$ cat config.mk
export PLATFORM = sky130hd
export DESIGN_NAME = spr_top
export DESIGN_NICKNAME = d
export VERILOG_FILES = /design/src/logic/spr_pkg.sv /design/src/logic/spr_top.sv
export SDC_FILE = /design/constraint.sdc
export NUM_CORES = 1
export LEC_CHECK = 0
export ABC_AREA = 1
export BUFFER_PORTS_ARGS = -buffer_cell sky130_fd_sc_hd__buf_2
export CORE_ASPECT_RATIO = 0.6
export CORE_MARGIN = 1
export CORE_UTILIZATION = 40
export DETAILED_ROUTE_END_ITERATION = 10
export GPL_TIMING_DRIVEN = 0
export PLACE_DENSITY_LB_ADDON = 0.05
export SETUP_SLACK_MARGIN = 0.4
export SYNTH_ARGS = -nofsm -noshare
export SYNTH_HDL_FRONTEND = slang
export SYNTH_SLANG_ARGS = --single-unit
$ cat constraint.sdc
create_clock -name clk_sys -period 8.75 [get_ports clk_sys]
set_clock_uncertainty 0.2 [all_clocks]
set_input_delay 0.4375 -clock clk_sys [delete_from_list [all_inputs] [get_ports clk_sys]]
set_output_delay 0.4375 -clock clk_sys [all_outputs]
set_load 0.01 [all_outputs]
$ cat src/logic/spr_pkg.sv
/*
 * Constants, register layout and carrier types for the sleep, power and reset controller.
 * Assumes one 10 MHz system clock and a plain one-cycle register port.
 */
// Contract
// - Sleep control bits 7..3 read zero and ignore writes.
// - Sleep mode field bits 2..1: idle, noise reduction, power-down, reserved.
// - Sleep instruction sleeps only while sleep arm bit 0 is one.
// - Sleep-off bit 6 set only by unlock write then set write within four cycles.
// - Sleep-off becomes active three cycles after set, clears three cycles later.
// - Detector is off for a sleep only if sleep executes while sleep-off active.
// - Core control bit 7 and bits 3..0 read zero.
// - Unlock bit 5 gates setting of sleep-off; without it, no effect.
// - Gate bit stops peripheral clock, freezes it, blocks its register access.
// - Clearing gate bit restarts clock, peripheral resumes in held state.
// - Gate bits: 7 two-wire, 5 timer zero, 3 timer one, 2 serial, 0 converter.
// - Software disables converter before gating; comparator unusable while gated.
// - Reset forces all registers to initial values; run from reset vector after. Watchdog reset keeps the reset status bits and sets bit 3.
// - Port state resets asynchronously as soon as any source asserts; watchdog sets port reset only at the clock edge that samples its pulse.
// - Delay counter stretches internal reset after all sources release.
// - Exactly four reset sources: power-on, pin, watchdog, brown-out.
// - Power-on low reasserts reset at once; counter runs after release.
// - Long low pin resets without clock; delay after rise; pin may be disabled.
// - Enabled brown-out reset is immediate; delay follows after it clears.
// - Watchdog reset pulse is one cycle; delay starts on its falling edge.
// - Sleep-off turns detector off in power-down; wake delay equals reset delay.
package spr_pkg;
   localparam logic [1:0] ADDR_SLEEP_CONTROL = 2'h0;
   localparam logic [1:0] ADDR_CORE_CONTROL  = 2'h1;
   localparam logic [1:0] ADDR_PERIPH_GATE   = 2'h2;
   localparam logic [1:0] ADDR_RESET_STATUS  = 2'h3;
   localparam int SLEEP_ARM_BIT    = 0;
   localparam int SLEEP_MODE_LSB   = 1;
   localparam int UNLOCK_BIT       = 5;
   localparam int SLEEP_OFF_BIT    = 6;
   localparam logic [7:0] SLEEP_CONTROL_MASK = 8'h07;
   localparam logic [7:0] PERIPH_GATE_MASK   = 8'hAD;
   localparam int GATE_TWO_WIRE_BIT   = 7;
   localparam int GATE_TIMER_ZERO_BIT = 5;
   localparam int GATE_TIMER_ONE_BIT  = 3;
   localparam int GATE_SERIAL_BIT     = 2;
   localparam int GATE_CONVERTER_BIT  = 0;
   localparam logic [7:0] REG_RESET_VALUE = 8'h00;
   localparam logic [2:0] UNLOCK_WINDOW   = 3'h4;
   localparam logic [1:0] SLEEP_OFF_DELAY = 2'h3;
   localparam logic [1:0] SLEEP_OFF_HOLD  = 2'h3;
   localparam logic [1:0] MODE_IDLE      = 2'h0;
   localparam logic [1:0] MODE_NOISE_RED = 2'h1;
   localparam logic [1:0] MODE_POWER_DN  = 2'h2;
   localparam logic [1:0] MODE_RESERVED  = 2'h3;
   localparam int TIMEOUT_US = 65;
   localparam int CLK_MHZ    = 10;
   localparam int TIMEOUT_CYCLES = TIMEOUT_US * CLK_MHZ;

   typedef enum logic [2:0] {
      ST_RUN   = 3'b001,
      ST_SLEEP = 3'b010,
      ST_WAKE  = 3'b100
   } spr_state_type;

   typedef struct packed {
      logic [1:0] addr;
      logic [7:0] wdata;
      logic       wr;
      logic       rd;
   } spr_bus_type;

   typedef struct packed {
      logic pwr_low;
      logic pin_low_b;
      logic wdog_pulse;
      logic bod_low;
   } spr_rst_src_type;

   typedef struct packed {
      spr_state_type state;
      logic [2:0]    sleep_ctl;
      logic [7:0]    gate;
      logic          unlock;
      logic [2:0]    unlock_cnt;
      logic          off_set;
      logic [1:0]    off_delay;
      logic          off_active;
      logic [1:0]    off_hold;
      logic          bod_off;
      logic [1:0]    mode;
      logic [15:0]   tout_cnt;
      logic [7:0]    rdata;
      logic [7:0]    gate_out;
      logic          sleeping;
      logic          comp_ok;
      logic [3:0]    cause;
   } spr_state_reg_type;
endpackage

$ cat src/logic/spr_top.sv
/*
 * Sleep control, brown-out sleep-off sequence, peripheral clock gating and
 * reset stretching. Assumes sources are synchronous to clk_sys except the
 * immediate (asynchronous) reset path, which is combined outside the flops.
 */
`timescale 1ns/1ns
module spr_top
   import spr_pkg::*;
#(
   parameter int TIMEOUT = TIMEOUT_CYCLES
) (
   input  wire logic            clk_sys,
   input  wire logic            rst_b,
   input  wire spr_bus_type     bus,
   input  wire spr_rst_src_type src,
   input  wire logic            bod_enable,
   input  wire logic            reset_pin_disable,
   input  wire logic            sleep_instr,
   input  wire logic            wake_event,
   output logic [7:0]           rdata,
   output logic [7:0]           clock_gate,
   output logic                 sleeping,
   output logic [1:0]           sleep_mode,
   output logic                 bod_off,
   output logic                 comparator_ok,
   output logic                 core_reset,
   output logic                 port_reset
);
   spr_state_reg_type s_q;
   spr_state_reg_type s_d;
   logic              src_any;
   logic              hard_b;
   logic              core_rst_q;
   logic              port_rst_q;

   // Any source asserted; watchdog pulse counts as one cycle of assertion
   assign src_any = src.pwr_low | (~src.pin_low_b & ~reset_pin_disable)
                  | src.wdog_pulse | (src.bod_low & bod_enable);
   // Immediate sources clear everything without a clock
   assign hard_b = rst_b & ~src.pwr_low & ~(src.bod_low & bod_enable)
                 & ~(~src.pin_low_b & ~reset_pin_disable);

   // Read mux, unmapped and reserved bits read as zero
   function automatic logic [7:0] read_reg(input spr_state_reg_type st, input logic [1:0] a);
      logic [7:0] v;
      v = 8'h00;
      unique case (a)
         ADDR_SLEEP_CONTROL: v = {5'h00, st.sleep_ctl};
         ADDR_CORE_CONTROL:  begin
            v[SLEEP_OFF_BIT] = st.off_set;
            v[UNLOCK_BIT]    = st.unlock;
         end
         ADDR_PERIPH_GATE:   v = st.gate & PERIPH_GATE_MASK;
         ADDR_RESET_STATUS:  v = {4'h0, st.cause};
      endcase
      return v;
   endfunction

   // Next-state logic
   always_comb begin
      s_d = s_q;
      s_d.rdata = bus.rd ? read_reg(s_q, bus.addr) : 8'h00;
      if (src.wdog_pulse) begin
         s_d.cause[3] = 1'b1;
      end
      // Unlock window counts down four cycles
      if (s_q.unlock_cnt != 3'h0) begin
         s_d.unlock_cnt = s_q.unlock_cnt - 3'h1;
      end else begin
         s_d.unlock = 1'b0;
      end
      // Sleep-off: three cycles to active, then held three cycles
      if (s_q.off_set) begin
         if (s_q.off_delay != 2'h0) begin
            s_d.off_delay = s_q.off_delay - 2'h1;
         end else begin
            s_d.off_active = 1'b1;
            s_d.off_hold   = SLEEP_OFF_HOLD;
         end
      end
      if (s_q.off_active) begin
         if (s_q.off_hold > 2'h1) begin
            s_d.off_hold = s_q.off_hold - 2'h1;
         end else begin
            s_d.off_active = 1'b0;
            s_d.off_set    = 1'b0;
         end
      end
      if (bus.wr) begin
         unique case (bus.addr)
            ADDR_SLEEP_CONTROL: s_d.sleep_ctl = bus.wdata[2:0];
            ADDR_CORE_CONTROL: begin
               if (bus.wdata[SLEEP_OFF_BIT] && bus.wdata[UNLOCK_BIT]) begin
                  s_d.unlock     = 1'b1;
                  s_d.unlock_cnt = UNLOCK_WINDOW - 3'h1;              // Next four cycles only
               end else if (bus.wdata[SLEEP_OFF_BIT] && s_q.unlock && !s_q.off_set) begin
                  s_d.off_set    = 1'b1;
                  s_d.off_delay  = SLEEP_OFF_DELAY - 2'h1;
                  s_d.unlock     = 1'b0;
                  s_d.unlock_cnt = 3'h0;
               end
            end
            ADDR_PERIPH_GATE:  s_d.gate = bus.wdata & PERIPH_GATE_MASK;
            ADDR_RESET_STATUS: s_d.cause = s_q.cause & bus.wdata[3:0];
         endcase
      end
      // Converter gated means comparator unusable
      s_d.comp_ok  = ~s_d.gate[GATE_CONVERTER_BIT];
      s_d.gate_out = s_d.gate;
      // Sleep sequencing
      unique case (s_q.state)
         ST_RUN: begin
            if (sleep_instr && s_q.sleep_ctl[SLEEP_ARM_BIT]
                && s_q.sleep_ctl[2:1] != MODE_RESERVED) begin
               s_d.state    = ST_SLEEP;
               s_d.sleeping = 1'b1;
               s_d.mode     = s_q.sleep_ctl[2:1];
               s_d.bod_off  = s_q.off_active && s_q.sleep_ctl[2:1] == MODE_POWER_DN;
            end
         end
         ST_SLEEP: begin
            if (wake_event) begin
               s_d.bod_off = 1'b0;
               if (s_q.bod_off) begin
                  s_d.state    = ST_WAKE;
                  s_d.tout_cnt = 16'(TIMEOUT);
               end else begin
                  s_d.state    = ST_RUN;
                  s_d.sleeping = 1'b0;
               end
            end
         end
         ST_WAKE: begin
            // Detector settles for a full reset delay before code resumes
            if (s_q.tout_cnt > 16'h0001) begin
               s_d.tout_cnt = s_q.tout_cnt - 16'h0001;
            end else begin
               s_d.state    = ST_RUN;
               s_d.sleeping = 1'b0;
            end
         end
      endcase
   end

   // Register stage; immediate sources act without a clock
   always_ff @(posedge clk_sys or negedge hard_b) begin
      if (!hard_b) begin
         s_q       <= '0;
         s_q.state <= ST_RUN;
         s_q.comp_ok <= 1'b1;
      end else if (src.wdog_pulse) begin
         s_q       <= '0;
         s_q.state <= ST_RUN;
         s_q.comp_ok <= 1'b1;
         s_q.cause <= s_q.cause | 4'h8;
      end else begin
         s_q <= s_d;
      end
   end

   // Reset stretch counter: reloads while any source holds
   logic [15:0] stretch_q;
   always_ff @(posedge clk_sys or negedge hard_b) begin
      if (!hard_b) begin
         stretch_q  <= 16'(TIMEOUT);
         core_rst_q <= 1'b1;
         port_rst_q <= 1'b1;
      end else if (src_any) begin
         stretch_q  <= 16'(TIMEOUT);
         core_rst_q <= 1'b1;
         port_rst_q <= 1'b1;
      end else if (stretch_q != 16'h0000) begin
         stretch_q  <= stretch_q - 16'h0001;
      end else begin
         core_rst_q <= 1'b0;
         port_rst_q <= 1'b0;
      end
   end

   assign rdata         = s_q.rdata;
   assign clock_gate    = s_q.gate_out;
   assign sleeping      = s_q.sleeping;
   assign sleep_mode    = s_q.mode;
   assign bod_off       = s_q.bod_off;
   assign comparator_ok = s_q.comp_ok;
   assign core_reset    = core_rst_q;
   assign port_reset    = port_rst_q;
endmodule

Word-level counts from Yosys, hierarchy flattened

Cells that the tools add are included.

Flip-flop bits (word level): 82
Word-level logic and storage cells: 132

$add $sub $neg: 5
$lt $le $gt $ge: 2
Equal/unequal tests: 15
Multiplexer cells: 46
Bitwise logic cells: 16
Reductions and logical operators: 28

Operators by type and width:

| kind                                                           | number |
|---|---|
| two-way mux 16 bit                                             | 5 |
| two-way mux 65 bit                                             | 1 |
| case mux 16 bit (2 select lines)                               | 1 |
| subtractor 16 x 1 -> 16 bit, second input constant             | 2 |
| two-way mux 3 bit                                              | 10 |
| two-way mux 18 bit                                             | 1 |
| inequality test 3 bit, second input constant                   | 6 |
| greater-than comparator 16 x 1 -> 1 bit, second input constant | 1 |
| two-way mux 8 bit                                              | 2 |
| nonzero test 16 bit                                            | 1 |
| two-way mux 7 bit                                              | 2 |
| nonzero test 2 bit                                             | 7 |
| two-way mux 1 bit                                              | 12 |
| two-way mux 4 bit                                              | 3 |
| case mux 4 bit (3 select lines)                                | 1 |
| case mux 3 bit (3 select lines)                                | 1 |
| AND reduction 3 bit                                            | 3 |
| nonzero test 3 bit                                             | 3 |
| AND reduction 4 bit                                            | 2 |
| NOT 1 bit                                                      | 7 |
| == test 2 bit, second input constant                           | 3 |
| logical AND 1 bit                                              | 6 |
| two-way mux 2 bit                                              | 3 |
| case mux 2 bit (3 select lines)                                | 1 |
| 18 further kinds                                               | 28 |

Depth between registers and ports, before layout

Gate-level depths: netlist (run 1).

Depth in word-level cells: 9
Depth in mapped cells: 10

Worst setup path after synthesis (run 1)

Ideal clock, no wire load.

Path kind: register to register
From: reg s_q[22] (netlist name)
To: reg s_q[27] (netlist name)
Library setup time: 0.126 ns
Arrival time: 1.349 ns
Path slack: 7.075 ns
Stages on the path, launching flop included: 10
Buffers on the path: 1
Period minus slack after synthesis: 1.675 ns
Path through: dfrtp_1 > inv_1 > ha_1 > o21ai_0 > nor2_1 > nand2_2 > nor2_4 > nor2_4 > buf_6 > o22ai_2

Cells in the longest elaborated chain, start to end: 4
Elaborated cells on any way between the ends: 7
Classes of those cells: add/sub (1); order compare (1); eq/ne (1); mux (3); reduce/logical (1)

RTL lines:

| element                          | RTL line       | text |
|---|---|---|
| from (decl)                      | spr_top.sv:29  | `spr_state_reg_type s_q;` |
| subtractor 16 x 1 -> 16 bit      | spr_top.sv:136 | `s_d.tout_cnt = s_q.tout_cnt - 16'h0001;` |
| two-way mux 16 bit               | spr_top.sv:135 | `if (s_q.tout_cnt > 16'h0001) begin` |
| case mux 16 bit (2 select lines) | spr_top.sv:111 | `unique case (s_q.state)` |
| two-way mux 65 bit               | spr_top.sv:151 | `end else if (src.wdog_pulse) begin` |

Parallel ways exist; a longest one is shown, timed or not. The select of a mux whose other input is x is not followed.
A chain may end at the register's enable or synchronous reset.

Worst setup path in the final report (run 1)

From: reg s_q[23] (netlist name)
To: reg s_q[37] (netlist name)

The elaborated chain is that of the path after synthesis.

==> flow_summary.yaml, run 1 <==
clock_tree:
  root_buffer: "clkbuf_16"
  clock-sinks: 70
  cts_setup_buffers: 0
  cts_buffer_depth: 2
  htreeDepth: 3
  clk_latency_ps: 340
  cts_tree: "yes"
  clk_pin_slew_ps: 60
  cts-hold-fix-buffers: 0
  cts_resized: 0
  cts_buffers: 9
routing:
  vias: 3442
  drt_iter0_markers: 262
  drtPass1Iterations: 4
  wl_per_cell_um: 13.11
  postRouteAntennaNets: 0
  drc_errors: 0
  wl_um: 9465
  viasPerCell: 4.767
yosys:
  yosys.cell_types.count: 39
  synth.cell_area_sq_mm: 0.003984
  synth_area_per_cell_sq_um: 7.531
  netlist_top_cells_area: "dfrtp_1 (40%), nand2_1 (12%), inv_1 (7.3%)"
  synth_mux_area_share_pct: 0
  synth_compound_area_share_pct: 11.02
  yosys_register_bits: 70
  ys.flop_type: "dfrtp_1"
  synth_top_family_by_area: "simple AND/OR/NAND/NOR gates"
  synth_top_area_cell: "dfrtp_1"
  synthArstFlopShare_pct: 100.0
  synth_simple_gate_area_share_pct: 29.08
  synth-adder-area-share_pct: 1.884
  synth_xor_area_share_pct: 1.319
  synth_top_area_share_pct: 39.57
  syn_inst: 529
  synth_edf_count: 0
  synth_warnings: 0
  yosysSeqAreaShare_pct: 44.19
global_routing:
  grtUsageTotal_pct: 20.65
  antenna_found_initial: 0
  overflow: 0
  grt_pass1_wl_um: 16180
  grt_start_max_net_pins: 13
  grt_pass1_vias: 3273
placement:
  io_buffers: 38
  place.gp.congestion: 0.8674
  dpl_cell_area_sq_mm: 0.004420
  pre_cts_ws_ps: 6720
  hpwl_um: 7279
sta:
  finalCriticalPeriod_ps: 1924
  drv_slew: 0
  holdWs_ps: 98.69
  setup_slack_ps: 6826
  rsz0062_at_grt: "false"
  setup_tns_ps: 0
  final_hold_viol_count: 0
  fin_crit_sh_pct: 21.98
  relSlewSlack_pct: 45.82
  worstMarginPinSlew_ps: 809.1
  setup_violations: 0
  timing.fmax_mhz: 519.8
critical_path:
  critPathMaxFanout: 10
  crit_path_end_kind: "register"
  path_class: "register to register"
  startpoint_type: "register"
  cp.arrival_ps: 2000
  crit_required_ps: 8830
cells_and_area:
  drive_gt1_share_pct: 19.76
  register_area_sq_mm: 0.001760
  n_antenna_cell: 0
  syn2layout_area_growth_pct: 18.40
  finalInstanceArea_sq_mm: 0.004717
  multi_input_area_sq_mm: 0.001745
  final_cell_mix: "nand2_1 (123), inv_1 (78), nor2_1 (71), dfrtp_1 (63), nand3_1 (41)"
  nNetsFinal: 615
  fill_cells: 950
  final_common_cell: "nand2_1"
floorplanning:
  core_sq_mm: 0.009425
  die_x_um: 130.8
  die_h_um: 79.31
  num_io_pins: 45
  die-area_sq_mm: 0.01038
  placementRows: 27
  initial_core_util_pct: 42.27
status:
  status: "complete, no violations"
min_path:
  hold_class: "input port to asynchronous set/reset pin"
power_and_ir_drop:
  power_density_mw_per_mm2: 270.5
  p_leak_nw: 2.490
  ir_worst_vdd_mv: 0.1353
job:
  drv_cap: 0
## cell families (layout without fill, tap and decap cells)
group,count (synthesis),count (layout)
and+or+nand+nor,266,266
buffers and inverters,108,168
AOI/OAI and AO/OA,72,72
DFF,70,70
adders and majority gates,6,6
xor gates and xnor gates,6,6
other,1,4
## layout make-up
class	count	area share, %
flip-flops and latches	70	37.32
well taps	130	3.448
multi-input cells	354	37.00
clock inverters	4	0.6366
inverters	83	6.605
clock buffers	12	5.650
plain buffers	25	3.873
repair buffers	44	5.464
## worst paths after layout
kind,startpoint,endpoint,cells after the start,slack [ps]
worst max-delay path,s_q[23],s_q[37],10,6830
worst min-delay path,rst_b,s_q[33],2,100
worst max register to register,s_q[23],s_q[37],10,6830
worst min register to register,port_reset,port_reset,2,270
max in group asynchronous,src[3],comparator_ok,5,7140
min in group clk_sys,bus[1],s_q[49],2,110
## metrics by stage
step           utilization (%)  cells  total power [mW]
5_1_grt                  50.05    722             1.382
2_1_floorplan                -    532            0.8076
4_1_cts                  50.05    722             1.285
3_3_place_gp             46.13    700            0.9084
6_report                 50.05    722             1.276
3_5_place_dp             46.90    706            0.9205
## power breakdown
part | total, mW | switching [mW] | internal [mW]
Combinational | 0.514 | 0.340 | 0.173
Sequential | 0.406 | 0.0392 | 0.367
Clock | 0.356 | 0.140 | 0.215
Total | 1.28 | 0.520 | 0.756
## worst max-delay path, cell delays in order, from the launching register on
cell,delay (ps)
dfrtp_1,360
inv_1,90
ha_1,230
o21ai_0,170
nor2_1,60
nand2_2,110
nor2_4,50
nor2_4,230
buf_6,220
nand3_2,80
nand2_1,60
## per-layer routing
layer | track usage [%] | routed length (um) | up-vias
met5 | 0 | 0 | -
met1 | 31.28 | 5048 | 1597
met4 | 6.207 | 90 | 0
li1 | - | - | 1776
met3 | 4.650 | 500 | 8
met2 | 28.68 | 3825 | 61
## cell usage after synthesis (all sizes together) (4+ instances only)
master and instances:
nand2 126, inv 83, nor2 76, dfrtp 63, nand3 46, o21ai 31
buf 24, a21oi 21, nor3 12, dfstp 7, o22ai 7, ha 6
xor2 5, nand4 4
## flip-flops by register name (all words and copies together), names as in the netlist
register,flops
port_reset,1
sleep_mode,2
bod_off,1
s_q,41
stretch_q,16
sleeping,1
rdata,7
comparator_ok,1
No activity file was read; power rests on OpenSTA's default activity.
==> run 2, diff against run 1 <==
==> constraint.sdc (replaced) <==
create_clock -name clk_sys -period 1.7 [get_ports clk_sys]
set_clock_uncertainty 0.2 [all_clocks]
set_input_delay 0.085 -clock clk_sys [delete_from_list [all_inputs] [get_ports clk_sys]]
set_output_delay 0.085 -clock clk_sys [all_outputs]
set_load 0.01 [all_outputs]
==> run 2 against run 1 <==
- the flow now finishes with violations (negative hold slack, negative setup slack)
- cell count grew 5.8%
- critical path depth shrank 2
- non-clock buffer count grew 42
- maximum frequency grew 10%
- register-to-register slack lost 6900 ps
- combinational power grew to 6.6 times the previous value
- total power grew to 5.7 times the previous value
- critical endpoint is now s_q[34]
- largest cell class is now multi-input combinational cells
==> flow_summary.yaml, run 2 (same netlist as run 1, synthesis figures left out) <==
placement:
  place.gp.congestion: 0.8432
  io_buffers: 38
  hpwl_um: 7299
  dpl.cell_count: 704
clock_tree:
  clock-sinks: 70
  root_buffer: "clkbuf_16"
  htreeDepth: 3
  cts_buffer_depth: 2
  cts_tree: "yes"
  clk_latency_ps: 340
  cts_buffers: 9
  clk_pin_slew_ps: 60
sta:
  relSlewSlack_pct: 66.26
  setup_slack_ps: -45.39
  finalCriticalPeriod_ps: 1745
  fin_crit_sh_pct: 102.7
  worstMarginPinSlew_ps: 506.1
  holdWs_ps: -264.8
  setup_violations: 13
  final_hold_viol_count: 47
  setup_tns_ps: -397.5
  rsz0062_at_grt: "true"
  timing.fmax_mhz: 572.9
  drv_slew: 0
floorplanning:
  placementRows: 27
  initial_core_util_pct: 42.27
  die-area_sq_mm: 0.01038
  die_x_um: 130.8
  num_io_pins: 45
  die_h_um: 79.31
  core_sq_mm: 0.009425
cells_and_area:
  syn2layout_area_growth_pct: 40.01
  largest_reg_flops: 41
  multi_input_area_sq_mm: 0.002152
  drive_gt1_share_pct: 38.01
  register_area_sq_mm: 0.001767
  final_cell_mix: "nand2_1 (100), inv_1 (65), dfrtp_1 (58), nor2_1 (47), buf_4 (42)"
  regMostFlops: "s_q"
  final_common_cell: "nand2_1"
  fill_cells: 851
  final_core_util_pct: 59.18
  final_cells: 764
  nNetsFinal: 657
  n_antenna_cell: 0
global_routing:
  grt_pass1_vias: 3603
  overflow: 0
  antenna_found_initial: 0
  grtUsageTotal_pct: 22.43
  grt_start_max_net_pins: 19
  grt_pass1_wl_um: 17470
routing:
  vias: 3755
  drc_errors: 0
  drt_iter0_markers: 302
  viasPerCell: 4.915
  wl_um: 10800
  postRouteAntennaNets: 0
  drtPass1Iterations: 5
  wl_per_cell_um: 14.13
job:
  drv_cap: 0
critical_path:
  critPathMaxFanout: 7
  startpoint_type: "register"
  crit_path_end_kind: "register"
  path_class: "register to register"
  cp.arrival_ps: 1770
  crit_required_ps: 1720
status:
  status: "finished, violations left"
  violations: "negative hold slack, negative setup slack"
power_and_ir_drop:
  p_leak_nw: 2.795
  power_density_mw_per_mm2: 1307
  ir_worst_vdd_mv: 0.6904
  total_power_mw: 7.288
min_path:
  hold_class: "input port to asynchronous set/reset pin"
run 2: final cells by class:
| cell class | instances | area share [%] |
|---|---|---|
| inverters | 83 | 5.855 |
| clock buffers | 11 | 4.531 |
| multi-input cells | 354 | 38.58 |
| flip-flops and latches | 70 | 31.67 |
| well taps | 130 | 2.916 |
| plain buffers | 25 | 3.477 |
| repair buffers | 86 | 12.36 |
| clock inverters | 5 | 0.6057 |
run 2: path summary, 6_finish.rpt:
check	start	to	slack [ps]	cells past startpoint
min	rst_b	stretch_q[15]	-260	3
min in group clk_sys	sleep_instr	s_q[62]	-100	4
max	s_q[63]	s_q[34]	-50	8
max reg2reg	s_q[63]	s_q[34]	-50	8
min reg2reg	port_reset	port_reset	280	2
max in group asynchronous	src[3]	s_q[47]	740	7
run 2: worst max-delay path, stage by stage, from the launching register on:
cell and delay [ps]:
dfrtp_1 430, inv_1 110, nand3_4 120, nand3_2 130
nand3_2 110, nor2_4 240, inv_2 140, nand2_1 80
nand2_1 50
run 2: where the power goes:
group,internal (mW),switching (mW)
registers,1.89,0.229
clock network,1.06,0.734
logic,1.33,2.04
run 2: metal layers:
metal / GRT usage (%) / routed length [um] / vias to the layer above
li1: - / - / 1869
met1: 32.52 / 5486 / 1766
met2: 32.75 / 4618 / 105
met3: 5.526 / 525 / 15
met4: 6.552 / 166 / 0
met5: 0 / 0 / -
run 2: metrics by stage:
stage | cell area (sq um) | worst slack [ps]
5_1_grt | 5578 | -136.2
6_report | 5578 | -45.39
4_1_cts | 5278 | -30.65
2_1_floorplan | 4138 | -1130
3_5_place_dp | 4563 | -286.1
3_3_place_gp | 4491 | -2408
run 2: repair_timing:
item | 4_1_cts | 5_1_grt
endpoints found under the setup margin | 75 | 98
hold endpoints to repair | 74 | 51
cloned | 1 | 0
hold buffers | 12 | 3
setup buffers | 20 | 11
gates resized for setup | 48 | 64
pin swaps | 18 | 25
